==> src/rtl/encemu_defs.svh <==
// Offsets, field positions, reset values and timing counts of the encoder emulation
`ifndef ENCEMU_DEFS_SVH
`define ENCEMU_DEFS_SVH
`define REG_CTRL 8'h00
`define REG_LINES 8'h04
`define REG_OFFSET 8'h08
`define REG_NVSAVE 8'h0c
`define REG_STATUS 8'h10
`define REG_EMU 8'h14
`define CTRL_MODE_LSB 0
`define CTRL_FBENC_BIT 2
`define CTRL_GRAY_BIT 3
`define CTRL_TOUT_BIT 4
`define CTRL_REV_BIT 5
`define CTRL_INTERP_LSB 6
`define CTRL_GEAR_LSB 8
`define CTRL_REVBITS_LSB 16
`define MODE_RST 2'h1
`define LINES_RST 20'h00400
`define REVBITS_RST 5'h0c
`define RES_LINES_MIN 20'h00020
`define RES_LINES_MAX 20'h01000
`define ENC_LINES_MIN 20'h00100
`define ENC_LINES_MAX 20'h80000
`define REVBITS_MIN 5'h0c
`define REVBITS_MAX 5'h10
`define ANGLE_BITS 16
`define CLK_PERIOD_NS 40
`define EDGE_SPACING_NS 200
`define EDGE_CYCLES ((`EDGE_SPACING_NS + `CLK_PERIOD_NS - 1) / `CLK_PERIOD_NS)
`define TOUT_SHORT_NS 3000
`define TOUT_LONG_NS 13000
`define TOUT_SHORT_CYCLES ((`TOUT_SHORT_NS + `CLK_PERIOD_NS - 1) / `CLK_PERIOD_NS)
`define TOUT_LONG_CYCLES ((`TOUT_LONG_NS + `CLK_PERIOD_NS - 1) / `CLK_PERIOD_NS)
`endif

==> src/rtl/encemu_pkg.sv <==
// Types shared by the encoder emulation files
package encemu_pkg;
  typedef enum logic [1:0] {
    ENC_OFF = 2'h0,
    ENC_INCR = 2'h1,
    ENC_SERIAL = 2'h2,
    ENC_INTERP = 2'h3
  } enc_mode_t;
  typedef enum logic [1:0] {
    SER_IDLE = 2'h0,
    SER_SHIFT = 2'h1,
    SER_TAIL = 2'h3
  } ser_state_t;
  typedef struct packed {
    logic [15:0] angle;
  } pos_sample_t;
  typedef struct packed {
    logic chan_a;
    logic chan_b;
    logic zero_index_pulse;
  } quad_out_t;
  typedef struct packed {
    enc_mode_t encoder_function_select;
    logic feedback_type_select;
    logic gray_select;
    logic serial_timeout_select;
    logic count_reverse;
    logic [1:0] interp_exp;
    logic [4:0] gearing_source_select;
    logic [4:0] serial_revolution_bits;
    logic [19:0] output_line_count;
    logic [15:0] zero_pulse_offset;
  } enc_cfg_t;
endpackage

==> src/rtl/pos_skid_buffer.sv <==
// Two-entry buffer for position samples
`timescale 1ns/1ps
module pos_skid_buffer #(
  parameter int WIDTH = 16
) (
  input wire logic clk_i,
  input wire logic reset_i,
  input wire logic in_valid_i,
  input wire logic [WIDTH-1:0] in_data_i,
  output logic in_ready_o,
  output logic out_valid_o,
  output logic [WIDTH-1:0] out_data_o,
  input wire logic out_ready_i
);
  typedef struct packed {
    logic [1:0][WIDTH-1:0] mem;
    logic wr;
    logic rd;
    logic [1:0] cnt;
    logic rdy;
  } buf_st_t;

  buf_st_t s_ff;
  buf_st_t nxt_s;
  logic push;
  logic pop;

  always_comb begin
    nxt_s = s_ff;
    push = in_valid_i & s_ff.rdy;
    pop = out_ready_i & (s_ff.cnt != 2'h0);
    if (push) begin
      nxt_s.mem[s_ff.wr] = in_data_i;
      nxt_s.wr = ~s_ff.wr;
    end
    if (pop) begin
      nxt_s.rd = ~s_ff.rd;
    end
    nxt_s.cnt = s_ff.cnt + {1'b0, push} - {1'b0, pop};
    nxt_s.rdy = (nxt_s.cnt != 2'h2);
  end

  always_ff @(posedge clk_i) begin
    if (reset_i) begin
      s_ff <= '0;
      s_ff.rdy <= 1'b1;
    end else begin
      s_ff <= nxt_s;
    end
  end

  assign in_ready_o = s_ff.rdy;
  assign out_valid_o = (s_ff.cnt != 2'h0);
  assign out_data_o = s_ff.mem[s_ff.rd];
endmodule

==> src/rtl/encoder_emulation_output.sv <==
// Encoder emulation: quadrature, interpolated and serial absolute position outputs
`timescale 1ns/1ps
`include "encemu_defs.svh"
module encoder_emulation_output (
  input wire logic clk_i,
  input wire logic reset_i,
  input wire logic hsel_i,
  input wire logic [31:0] haddr_i,
  input wire logic [1:0] htrans_i,
  input wire logic hwrite_i,
  input wire logic [2:0] hsize_i,
  input wire logic [31:0] hwdata_i,
  input wire logic hready_i,
  output logic [31:0] hrdata_o,
  output logic hreadyout_o,
  output logic hresp_o,
  input wire logic fb_valid_i,
  input wire encemu_pkg::pos_sample_t fb_sample_i,
  output logic fb_ready_o,
  input wire logic enc_a_i,
  input wire logic enc_b_i,
  input wire logic enc_zero_i,
  input wire logic ssi_clk_i,
  output logic ssi_data_o,
  output encemu_pkg::quad_out_t incremental_pulse_output_o,
  input wire logic [15:0] nv_offset_i,
  output logic nv_save_o,
  output logic [15:0] nv_data_o
);
  import encemu_pkg::*;

  localparam logic [2:0] EDGE_CYC = 3'(`EDGE_CYCLES);
  localparam logic [8:0] TOUT_SHORT = 9'(`TOUT_SHORT_CYCLES);
  localparam logic [8:0] TOUT_LONG = 9'(`TOUT_LONG_CYCLES);

  typedef struct packed {
    enc_cfg_t cfg;
    logic [31:0] rdata;
    logic ready;
    logic wr_pend;
    logic [7:0] wr_addr;
    logic nv_loaded;
    logic nv_save;
    logic [15:0] nv_data;
    logic [15:0] angle;
    logic [15:0] revs;
    logic [22:0] interp_tgt;
    logic [22:0] emu;
    logic [2:0] space;
    quad_out_t quad;
    logic [2:0] a_s;
    logic [2:0] b_s;
    logic [2:0] z_s;
    logic [2:0] c_s;
    ser_state_t sst;
    logic [31:0] shreg;
    logic [5:0] bits_left;
    logic [8:0] tout;
    logic sdata;
  } st_t;

  st_t s_ff;
  st_t nxt_s;

  logic buf_valid;
  pos_sample_t buf_data;
  logic buf_ready;
  logic [31:0] rd_word;
  logic rd_take;
  logic [19:0] lines_eff;
  logic [23:0] wrapv;
  logic [15:0] ang_adj;
  logic [37:0] prod;
  logic [22:0] tgt;
  logic [23:0] diff;
  logic [1:0] q_new;
  logic [1:0] q_old;
  logic [1:0] dq;
  logic [22:0] istep;
  logic c_rise;
  logic c_fall;
  logic [4:0] rbits;
  logic [31:0] pos32;
  logic [31:0] field;
  logic [31:0] frame;
  logic [8:0] tout_lim;
  logic pulse_mode;
  logic emu_wrap;
  logic [5:0] frame_len;

  pos_skid_buffer #(
    .WIDTH($bits(pos_sample_t))
  ) u_fb_buf (
    .clk_i(clk_i),
    .reset_i(reset_i),
    .in_valid_i(fb_valid_i),
    .in_data_i(fb_sample_i),
    .in_ready_o(fb_ready_o),
    .out_valid_o(buf_valid),
    .out_data_o(buf_data),
    .out_ready_i(buf_ready)
  );

  always_comb begin
    nxt_s = s_ff;
    nxt_s.nv_save = 1'b0;
    // Pin synchronisers, [1] synced, [2] previous
    nxt_s.a_s = {s_ff.a_s[1:0], enc_a_i};
    nxt_s.b_s = {s_ff.b_s[1:0], enc_b_i};
    nxt_s.z_s = {s_ff.z_s[1:0], enc_zero_i};
    nxt_s.c_s = {s_ff.c_s[1:0], ssi_clk_i};

    // Offset restored once after reset
    if (!s_ff.nv_loaded) begin
      nxt_s.cfg.zero_pulse_offset = nv_offset_i;
      nxt_s.nv_loaded = 1'b1;
    end

    // Bus write data phase
    if (s_ff.wr_pend) begin
      case (s_ff.wr_addr)
        `REG_CTRL: begin
          nxt_s.cfg.encoder_function_select = enc_mode_t'(hwdata_i[`CTRL_MODE_LSB +: 2]);
          nxt_s.cfg.feedback_type_select = hwdata_i[`CTRL_FBENC_BIT];
          nxt_s.cfg.gray_select = hwdata_i[`CTRL_GRAY_BIT];
          nxt_s.cfg.serial_timeout_select = hwdata_i[`CTRL_TOUT_BIT];
          nxt_s.cfg.count_reverse = hwdata_i[`CTRL_REV_BIT];
          nxt_s.cfg.interp_exp = hwdata_i[`CTRL_INTERP_LSB +: 2];
          nxt_s.cfg.gearing_source_select = hwdata_i[`CTRL_GEAR_LSB +: 5];
          nxt_s.cfg.serial_revolution_bits = hwdata_i[`CTRL_REVBITS_LSB +: 5];
        end
        `REG_LINES: begin
          nxt_s.cfg.output_line_count = hwdata_i[19:0];
        end
        `REG_OFFSET: begin
          nxt_s.cfg.zero_pulse_offset = hwdata_i[15:0];
        end
        `REG_NVSAVE: begin
          nxt_s.nv_save = 1'b1;
          nxt_s.nv_data = s_ff.cfg.zero_pulse_offset;
        end
        default: begin
        end
      endcase
    end

    // Bus address phase
    rd_take = hsel_i & hready_i & htrans_i[1] & ~hwrite_i;
    nxt_s.wr_pend = hsel_i & hready_i & htrans_i[1] & hwrite_i & (hsize_i == 3'h2) &
                    (haddr_i[31:8] == 24'h00_0000);
    nxt_s.wr_addr = haddr_i[7:0];
    rd_word = 32'h0000_0000;
    case (haddr_i[7:0])
      `REG_CTRL: rd_word = {11'h000, s_ff.cfg.serial_revolution_bits, 3'h0, s_ff.cfg.gearing_source_select,
                            s_ff.cfg.interp_exp, s_ff.cfg.count_reverse, s_ff.cfg.serial_timeout_select,
                            s_ff.cfg.gray_select, s_ff.cfg.feedback_type_select,
                            s_ff.cfg.encoder_function_select};
      `REG_LINES: rd_word = {12'h000, s_ff.cfg.output_line_count};
      `REG_OFFSET: rd_word = {16'h0000, s_ff.cfg.zero_pulse_offset};
      `REG_STATUS: rd_word = {s_ff.revs, s_ff.angle};
      `REG_EMU: rd_word = {(s_ff.sst != SER_IDLE), 8'h00, s_ff.emu};
      default: rd_word = 32'h0000_0000;
    endcase
    nxt_s.rdata = (rd_take && haddr_i[31:8] == 24'h00_0000) ? rd_word : 32'h0000_0000;

    // Line count limits by feedback type
    // Register keeps the written value, limits apply here
    lines_eff = s_ff.cfg.output_line_count;
    if (s_ff.cfg.feedback_type_select) begin
      if (lines_eff < `ENC_LINES_MIN) lines_eff = `ENC_LINES_MIN;
      if (lines_eff > `ENC_LINES_MAX) lines_eff = `ENC_LINES_MAX;
    end else begin
      if (lines_eff < `RES_LINES_MIN) lines_eff = `RES_LINES_MIN;
      if (lines_eff > `RES_LINES_MAX) lines_eff = `RES_LINES_MAX;
    end
    pulse_mode = (s_ff.cfg.encoder_function_select == ENC_INCR) ||
                 (s_ff.cfg.encoder_function_select == ENC_INTERP);
    wrapv = (s_ff.cfg.encoder_function_select == ENC_INTERP) ? 24'h80_0000 : {2'b00, lines_eff, 2'b00};

    // Angle scaled to quadrature states within one revolution
    ang_adj = (s_ff.cfg.count_reverse ? 16'(16'h0000 - s_ff.angle) : s_ff.angle) -
              s_ff.cfg.zero_pulse_offset;
    prod = {22'h00_0000, ang_adj} * {16'h0000, lines_eff, 2'b00};
    tgt = (s_ff.cfg.encoder_function_select == ENC_INTERP) ? s_ff.interp_tgt : {1'b0, prod[37:16]};
    if ({1'b0, tgt} >= {1'b0, s_ff.emu}) begin
      diff = {1'b0, tgt} - {1'b0, s_ff.emu};
    end else begin
      diff = {1'b0, tgt} + wrapv - {1'b0, s_ff.emu};
    end

    // Quadrature stepping, one edge per spacing interval
    emu_wrap = ({1'b0, s_ff.emu} >= wrapv);
    if (emu_wrap) begin
      // Shrunk range keeps the AB phase, so no double edge
      nxt_s.emu = {21'h00_0000, s_ff.emu[1:0]};
    end else if (s_ff.space != 3'h0) begin
      nxt_s.space = s_ff.space - 3'h1;
    end else if (pulse_mode && diff != 24'h00_0000) begin
      if (diff <= (wrapv >> 1)) begin
        nxt_s.emu = ({1'b0, s_ff.emu} == wrapv - 24'h1) ? 23'h00_0000 : s_ff.emu + 23'h1;
      end else begin
        nxt_s.emu = (s_ff.emu == 23'h00_0000) ? 23'(wrapv - 24'h1) : s_ff.emu - 23'h1;
      end
      nxt_s.space = EDGE_CYC - 3'h1;
    end
    nxt_s.quad.chan_a = pulse_mode & (nxt_s.emu[1] ^ nxt_s.emu[0]);
    nxt_s.quad.chan_b = pulse_mode & nxt_s.emu[1];
    if (s_ff.cfg.encoder_function_select == ENC_INCR) begin
      nxt_s.quad.zero_index_pulse = (nxt_s.emu == 23'h00_0002);
    end else if (s_ff.cfg.encoder_function_select == ENC_INTERP) begin
      nxt_s.quad.zero_index_pulse = s_ff.z_s[1];
    end else begin
      nxt_s.quad.zero_index_pulse = 1'b0;
    end

    // Feedback samples, stalled in incremental mode while pulses lag behind
    buf_ready = (s_ff.cfg.encoder_function_select != ENC_INCR) || (diff == 24'h00_0000);
    if (buf_valid && buf_ready) begin
      nxt_s.angle = buf_data.angle;
      if (s_ff.angle[15:14] == 2'b11 && buf_data.angle[15:14] == 2'b00) begin
        nxt_s.revs = s_ff.revs + 16'h0001;
      end else if (s_ff.angle[15:14] == 2'b00 && buf_data.angle[15:14] == 2'b11) begin
        nxt_s.revs = s_ff.revs - 16'h0001;
      end
    end

    // Interpolation of the input encoder
    q_new = {s_ff.b_s[1], s_ff.a_s[1] ^ s_ff.b_s[1]};
    q_old = {s_ff.b_s[2], s_ff.a_s[2] ^ s_ff.b_s[2]};
    dq = q_new - q_old;
    istep = 23'h00_0010 << s_ff.cfg.interp_exp;
    if (s_ff.cfg.encoder_function_select == ENC_INTERP) begin
      if (dq == 2'h1) begin
        nxt_s.interp_tgt = s_ff.cfg.count_reverse ? s_ff.interp_tgt - istep : s_ff.interp_tgt + istep;
      end else if (dq == 2'h3) begin
        nxt_s.interp_tgt = s_ff.cfg.count_reverse ? s_ff.interp_tgt + istep : s_ff.interp_tgt - istep;
      end
    end

    // Serial frame build
    c_rise = s_ff.c_s[1] & ~s_ff.c_s[2];
    c_fall = ~s_ff.c_s[1] & s_ff.c_s[2];
    rbits = s_ff.cfg.serial_revolution_bits;
    if (rbits < `REVBITS_MIN) rbits = `REVBITS_MIN;
    if (rbits > `REVBITS_MAX) rbits = `REVBITS_MAX;
    pos32 = {s_ff.revs, s_ff.angle};
    if (s_ff.cfg.count_reverse) begin
      pos32 = 32'h0000_0000 - pos32;
    end
    // Frame length in bits, up to 32
    frame_len = {1'b0, rbits} + 6'h10;
    field = pos32 & ~(32'hffff_ffff << frame_len);
    if (s_ff.cfg.gray_select) begin
      field = field ^ (field >> 1);
    end
    frame = field << (5'h10 - rbits);
    tout_lim = s_ff.cfg.serial_timeout_select ? TOUT_LONG : TOUT_SHORT;

    // Serial shift state machine
    unique case (s_ff.sst)
      SER_IDLE: begin
        nxt_s.sdata = 1'b1;
        nxt_s.tout = 9'h000;
        if (s_ff.cfg.encoder_function_select == ENC_SERIAL && c_fall) begin
          nxt_s.shreg = frame;
          nxt_s.bits_left = frame_len;
          nxt_s.sst = SER_SHIFT;
        end
      end
      SER_SHIFT: begin
        if (c_rise) begin
          nxt_s.sdata = s_ff.shreg[31];
          nxt_s.shreg = {s_ff.shreg[30:0], 1'b0};
          nxt_s.bits_left = s_ff.bits_left - 6'h01;
          if (s_ff.bits_left == 6'h01) begin
            nxt_s.sst = SER_TAIL;
          end
        end
      end
      SER_TAIL: begin
        if (c_rise) begin
          nxt_s.sdata = 1'b0;
        end
      end
      default: begin
        nxt_s.sst = SER_IDLE;
      end
    endcase
    if (s_ff.sst != SER_IDLE) begin
      nxt_s.tout = (c_rise | c_fall) ? 9'h000 : s_ff.tout + 9'h001;
      if (s_ff.tout >= tout_lim - 9'h001 ||
          s_ff.cfg.encoder_function_select != ENC_SERIAL) begin
        nxt_s.sst = SER_IDLE;
        nxt_s.sdata = 1'b1;
      end
    end
  end

  always_ff @(posedge clk_i) begin
    if (reset_i) begin
      s_ff <= '0;
      s_ff.cfg.encoder_function_select <= enc_mode_t'(`MODE_RST);
      s_ff.cfg.output_line_count <= `LINES_RST;
      s_ff.cfg.serial_revolution_bits <= `REVBITS_RST;
      s_ff.ready <= 1'b1;
      s_ff.sst <= SER_IDLE;
      s_ff.sdata <= 1'b1;
      // Serial clock pin idles high
      s_ff.c_s <= 3'h7;
    end else begin
      s_ff <= nxt_s;
    end
  end

  assign hrdata_o = s_ff.rdata;
  assign hreadyout_o = s_ff.ready;
  assign hresp_o = 1'b0;
  assign ssi_data_o = s_ff.sdata;
  assign incremental_pulse_output_o = s_ff.quad;
  assign nv_save_o = s_ff.nv_save;
  assign nv_data_o = s_ff.nv_data;
endmodule

==> config.mk <==
export PLATFORM = sky130hd
export DESIGN_NAME = encoder_emulation_output
export DESIGN_NICKNAME = d
export VERILOG_FILES = /design/src/rtl/encemu_pkg.sv /design/src/rtl/pos_skid_buffer.sv /design/src/rtl/encoder_emulation_output.sv
export VERILOG_INCLUDE_DIRS = /design/src /design/src/rtl
export SDC_FILE = /design/constraint.sdc
export NUM_CORES = 2
export LEC_CHECK = 0
export BUFFER_PORTS_ARGS = -buffer_cell sky130_fd_sc_hd__buf_4
export CAP_MARGIN = 20
export CORE_MARGIN = 4
export CORE_UTILIZATION = 28
export CTS_BUF_LIST = sky130_fd_sc_hd__clkbuf_8
export CTS_CLUSTER_SIZE = 8
export DETAILED_ROUTE_END_ITERATION = 6
export PLACE_DENSITY_LB_ADDON = 0.1
export SYNTH_ARGS = -nofsm -noshare
export SYNTH_HDL_FRONTEND = slang
export SYNTH_SLANG_ARGS = --single-unit
==> constraint.sdc <==
create_clock -name clk_i -period 33.2 [get_ports clk_i]
set_input_delay 4.98 -clock clk_i [delete_from_list [all_inputs] [get_ports clk_i]]
set_output_delay 4.98 -clock clk_i [all_outputs]
set_load 0.005 [all_outputs]
# Yosys cells after proc, flatten, opt, wreduce, memory -nomap -nowiden
# Index checks and enable logic that the tools add are counted.
dict set report totals {
  register_bits 295
  input_bits 111
  out_inout_bits 56
}
dict set report classes {
  addsub 22
  multipliers 1
  n_lt_le_gt_ge 13
  n_eq_ne 25
  shifts 3
  muxes 60
  n_bitwise 27
  reduce_logical 36
}
# operator count
set ops {}
lappend ops {{two-way mux 23 bit} 11}
lappend ops {{two-way mux 164 bit} 1}
lappend ops {{case mux 32 bit (5 select lines)} 1}
lappend ops {{two-way mux 16 bit} 9}
lappend ops {{two-way mux 20 bit} 7}
lappend ops {{two-way mux 32 bit} 3}
lappend ops {{two-way mux 40 bit} 2}
lappend ops {{case mux 38 bit (2 select lines)} 1}
lappend ops {{zero test 24 bit} 2}
lappend ops {{two-way mux 24 bit} 2}
lappend ops {{multiplier 16 x 20 -> 36 bit} 1}
lappend ops {{two-way mux 17 bit} 2}
lappend ops {{AND 32 bit} 1}
lappend ops {{bitwise mux 32 bit} 1}
lappend ops {{NOT 32 bit} 1}
lappend ops {{<< shifter 32 x 5 -> 32 bit} 1}
lappend ops {{<< shifter 32 x 6 -> 32 bit, first input constant} 1}
lappend ops {{subtractor 1 x 32 -> 32 bit, first input constant} 1}
lappend ops {{XOR 32 x 31 -> 32 bit} 1}
lappend ops {{two-way mux 9 bit} 3}
lappend ops {{two-way mux 26 bit} 1}
lappend ops {{adder 23 x 24 -> 24 bit} 1}
lappend ops {{equality test 23 x 24 -> 1 bit} 1}
lappend ops {{equality test 8 x 4 -> 1 bit, second input constant} 3}
lappend ops {{other kinds (65)} 129}

# Depth between registers and ports, before layout
dict set report depth {
  depth_word 19
  mapped_depth 80
  mapped_depth_nobuf 74
}

# Cells and area by module
# From an unflattened synthesis, not the netlist that was laid out.
dict set report hier_totals {
  cells_unflattened 4377
  area_unflattened_um2 33980.1
}
# mod instances cells_each area_each_um2
set by_module_without_submodules {}
lappend by_module_without_submodules {encoder_emulation_output 1 4214 32234.7}
lappend by_module_without_submodules {pos_skid_buffer 1 163 1745.4}

# Worst setup path before layout
# Ideal clock, no wire load.
dict set report synth_path {
  path_kind {reg-to-reg}
  startpoint {register s_ff[254] (netlist name)}
  endpoint {register s_ff (netlist bit incremental_pulse_output_o[0])}
  setup_time_ps 69
  arrival_ps 15517
  slack_ps 17614
  stages_incl_launch_ff 76
  path_buffers 9
  period_less_slack_ps 15586
  cell_sequence {dfxtp_1 clkbuf_1 clkbuf_1 buf_1 o31ai_1 xor2_1 inv_1 ha_1 a21boi_0 o21ai_0 a21boi_0 o21ai_0 a21boi_0 o21ai_0 nand2b_1 a21o_1 a21o_1 a21o_1 (+40 left out) or2_2 nor3_1 a31oi_1 o21ai_0 nand2_1 o32ai_1 a211o_1 and2_1 buf_2 buf_1 a31oi_1 mux2_2 inv_1 ha_1 nor3b_1 nand4_1 a2111o_1 o21ai_1}
}
# item line
set synth_lines {}
lappend synth_lines {{start: declaration} encoder_emulation_output.sv:62} ;# st_t s_ff;
lappend synth_lines {{start signal: assignment} encoder_emulation_output.sv:311} ;# s_ff <= nxt_s;

# Worst setup path after layout
dict set report layout_path {
  startpoint {register s_ff[130] (netlist name)}
  endpoint {register s_ff (netlist bit incremental_pulse_output_o[0])}
}
dict set report layout_via {
  elab_chain_cells 15
  elab_cells_between_ends 19
  classes_between {add/sub: 5; mul: 1; order compare: 2; eq/ne: 1; mux: 8; reduce/logical: 2}
}
# item line
set layout_rtl {}
lappend layout_rtl {{subtractor 1 x 16 -> 16 bit} encoder_emulation_output.sv:181} ;# ang_adj = (s_ff.cfg.count_reverse ? 16'(16'h0000 - s_ff.angle) : s_ff.angle) -
lappend layout_rtl {{two-way mux 16 bit (*)} encoder_emulation_output.sv:181}
lappend layout_rtl {{subtractor 16 bit (*)} encoder_emulation_output.sv:181}
lappend layout_rtl {{multiplier 16 x 20 -> 36 bit (*)} encoder_emulation_output.sv:183} ;# prod = {22'h00_0000, ang_adj} * {16'h0000, lines_eff, 2'b00};
lappend layout_rtl {{two-way mux 23 bit (*)} encoder_emulation_output.sv:184} ;# tgt = (s_ff.cfg.encoder_function_select == ENC_INTERP) ? s_ff.interp_tgt : {1'b0, prod[37:16]};
lappend layout_rtl {{adder 23 x 24 -> 24 bit} encoder_emulation_output.sv:188} ;# diff = {1'b0, tgt} + wrapv - {1'b0, s_ff.emu};
lappend layout_rtl {{subtractor 24 x 23 -> 24 bit} encoder_emulation_output.sv:188}
lappend layout_rtl {{two-way mux 24 bit (*)} encoder_emulation_output.sv:185} ;# if ({1'b0, tgt} >= {1'b0, s_ff.emu}) begin
lappend layout_rtl {{less-or-equal comparator 24 x 23 -> 1 bit / nonzero test 24 bit (equally long branches)} {encoder_emulation_output.sv:199, encoder_emulation_output.sv:198}}
lappend layout_rtl {{two-way mux 23 bit / logical AND 1 bit (equally long branches)} {encoder_emulation_output.sv:199, encoder_emulation_output.sv:198}}
lappend layout_rtl {{two-way mux 26 bit (*)} encoder_emulation_output.sv:198} ;# end else if (pulse_mode && diff != 24'h00_0000) begin
lappend layout_rtl {{two-way mux 23 bit (*)} encoder_emulation_output.sv:196} ;# end else if (s_ff.space != 3'h0) begin
lappend layout_rtl {{two-way mux 23 bit (*)} encoder_emulation_output.sv:193} ;# if (emu_wrap) begin
lappend layout_rtl {{equality test 23 x 2 -> 1 bit (*)} encoder_emulation_output.sv:209} ;# nxt_s.quad.zero_index_pulse = (nxt_s.emu == 23'h00_0002);
lappend layout_rtl {{two-way mux 1 bit (*)} encoder_emulation_output.sv:208} ;# if (s_ff.cfg.encoder_function_select == ENC_INCR) begin
# Mark *: on every way between the ends. The rest lies on a longest branch, timed or not. The select of a mux whose other input is x is not followed.
# A chain may end at the register's enable or synchronous reset.

==> impl_metrics.csv <==
group,metric,value,unit
logic_synthesis,synth-seq-cells,291,
worst_setup_path,critPathArrivalTime,20.46,ns
drt,num_vias,30900,
worst_setup_path,cp_slowest_cell,"nor2_1",
finish,n_fill_cell,13200,
worst_setup_path,critPathLaunch,"s_ff[130]",
sta,clock_skew,0.0346,ns
sta,worst_slew_pin_slew,1.10,ns
place,portBuffers,152,
finish,ff_latch_area,0.00583,mm²
worst_setup_path,critPathKind,"flip-flop to flip-flop",
clocking,cts_tree,"yes",
floorplanning,start_util,28.2,%
grt,grt_max_degree,98,
sta,clock.fmax,50.3,MHz
logic_synthesis,synth_edf_count,0,
place,dp_cells,5931,
worst_setup_path,critPathRequiredTime,33.76,ns
pwr,p_seq_share,17.2,%
finish,drive_above_1_share,8.78,%
sta,rsz0062_at_grt,"no",
logic_synthesis,ys.flop_type,"dfxtp_1",
floorplanning,num_rows,127,
min_path,whs_path_depth,1,
logic_synthesis,synth.most_common_cell,"nand2_1",
drt,first_iter_violations,2063,
floorplanning,fp.dieArea,0.127,mm²
pwr,clockPowerShare,14.7,%
logic_synthesis,syn_inst,4385,
clocking,cts-resized-gates,0,
sta,layout_min_cycle_time,19.89,ns
grt,grt_pass1_wl,202000,µm
clocking,clock-sinks,291,
pwr,power_leakage,0.0166,µW
min_path,hold_end,"nxt_s[52]",
grt,grt_pass1_vias,30900,
drt,first_pass_iters,5,
clocking,postCtsHoldBufs,0,
worst_setup_path,rr_startpoint,"s_ff[130]",
pwr,intPower,1160,µW
floorplanning,coreArea,0.120,mm²
worst_setup_path,cp_slowest_stage_delay,0.74,ns
logic_synthesis,synth.area.top_cells,"dfxtp_1 17%, fa_1 16%, ha_1 10%",
logic_synthesis,synth-seq-area-share,17.2,%
drt,wl_per_cell,22.2,µm
drt,ant_nets,0,
logic_synthesis,synth_area_leader_cell,"dfxtp_1",
drt,drc,0,
worst_setup_path,worst-path-buf-inv,6,
floorplanning,chipHeight,356,µm
finish,design_area,0.0375,mm²
sta,fin_crit_sh,59.9,%
worst_setup_path,critPathLaunchType,"flip-flop",
clocking,root_buffer,"clkbuf_8",
place,placed_area,0.0364,mm²
pwr,power,2380,µW
logic_synthesis,yosys_warnings,0,
pwr,switching_share,51.4,%
worst_setup_path,crit_family,"compound AO/OA/AOI/OAI gates",
clocking,htreeDepth,2,
logic_synthesis,syn_area_per_cell,7.73,µm²
finish,multiInputGateArea,0.0251,mm²
sta,hold_viol,0,
pwr,max-vdd-ir-drop,0.0957,mV
worst_setup_path,endpoint_kind,"flip-flop",
worst_setup_path,r2r_setup_slack,13.31,ns
sta,setup_violations,0,
min_path,hold_class,"flip-flop to flip-flop",
job,cap_violations,0,
pwr,power_frac_comb,68.1,%
worst_setup_path,r2r_end,"incremental_pulse_output_o[0]",
min_path,hold_start,"nxt_s[51]",
worst_setup_path,crit_top_cell,"ha_1",
floorplanning,io_pins,167,
finish,syn2layout_area_growth,10.4,%
clocking,clk_latency,0.65,ns
drt,routed_wl,134000,µm
grt,grt_antenna_before_repair,1,
place,dpl.hpwl,106000,µm
worst_setup_path,r2r_cells,62,
clocking,path_clk_slew,0.06,ns
sta,report.final.slew_viol_count,0,
logic_synthesis,synthArstFlopShare,0,%
logic_synthesis,synth_top_area_share,17.2,%
pwr,switchingPower,1220,µW
sta,fin_setup_tns,0,ns
worst_setup_path,path_max_fanout,19,
status,status,"completed",
clocking,post_cts_buffers,0,
grt,grtUsageTotal,20.7,%
sta,slew_headroom,26.4,%
clocking,cts_made_buffers,50,
grt,grt_overflow,0,
finish,nNetsFinal,5029,
pwr,pwr_density_cell,63.5,mW/mm²
clocking,cts_buffer_depth,3,
place,gp_congestion,0.908,
floorplanning,die_x,356,µm
logic_synthesis,synth_area,0.0339,mm²
logic_synthesis,synth_cell_types,107,
logic_synthesis,syn_nets,5040,
logic_synthesis,synthTopCellsByCount,"542 x nand2_1, 476 x nor2_1, 447 x inv_1",
drt,via_per_inst,5.13,
finish,final_cells,6020,
registers in the layout, indices dropped and copies added (netlist names):
register,count
s_ff,192
ssi_data_o,1
u_fb_buf.s_ff,36
hrdata_o,32
nv_data_o,16
q_old,1
nv_save_o,1
nxt_s,8
incremental_pulse_output_o,3
u_fb_buf.in_ready_o,1
power groups by stage:
stage               clock network, µW  logic, µW  registers (µW)
floorplan                           0       1150             389
global placement                    0       1610             415
detailed placement                  0       1590             414
CTS                               365       1600             406
global route                      377       1780             410
finish                            349       1620             409
cells by family after synthesis:
| family | synth area share [%] |
|---|---|
| buffers and inverters | 9.12 |
| flip-flops | 17.2 |
| XOR/XNOR | 4.36 |
| other | 0.0221 |
| adder cells (fa/ha/maj) | 26.1 |
| AND/OR/NAND/NOR | 21.2 |
| multiplexers | 4.01 |
| AO/OA/AOI/OAI | 18.0 |
area by class of cell:
cell class              count  area share, %
clock inverters            22          0.478
repair buffers            232           4.79
flip-flops and latches    291           15.6
diodes                      2         0.0134
clock buffers              62           2.28
inverters                 456           4.58
well taps                1612           5.38
multi-input cells        3343           66.9
cells in the final DEF (no fill, tap or decap), drive strengths merged, types with 70 or more instances in the layout:
cell type  count
nor2         476
dfxtp        291
ha           270
fa           274
xnor2        111
nor3          93
buf          231
o21ai        165
nand2        543
nand3         85
a211oi        70
mux2i        122
a21oi        305
inv          465
through the flow:
step	utilization (%)	hold WS, ns	setup slack, ns
floorplan	-	0.389	17.61
finish	31.2	0.405	13.31
CTS	31.1	0.410	13.16
detailed placement	30.3	0.398	13.20
global route	31.2	0.416	11.81
global placement	30.3	0.397	13.20
layer usage:
layer / track usage, % / routed length (µm)
met2: 34.2 / 61500
met3: 2.06 / 5810
met5: 0 / 0
met4: 4.94 / 3360
met1: 29.2 / 63200
how the worst max path moves through the flow:
stage | end | cells after the start | slack (ns)
after detailed placement | incremental_pulse_output_o[0] | 62 | 13.20
after global routing | incremental_pulse_output_o[0] | 62 | 11.81
after floorplan | incremental_pulse_output_o[0] | 75 | 17.61
after CTS | incremental_pulse_output_o[0] | 62 | 13.16
final | incremental_pulse_output_o[0] | 62 | 13.31
after global placement | incremental_pulse_output_o[0] | 62 | 13.20
Note: power is estimated with default switching activity, not from simulation.
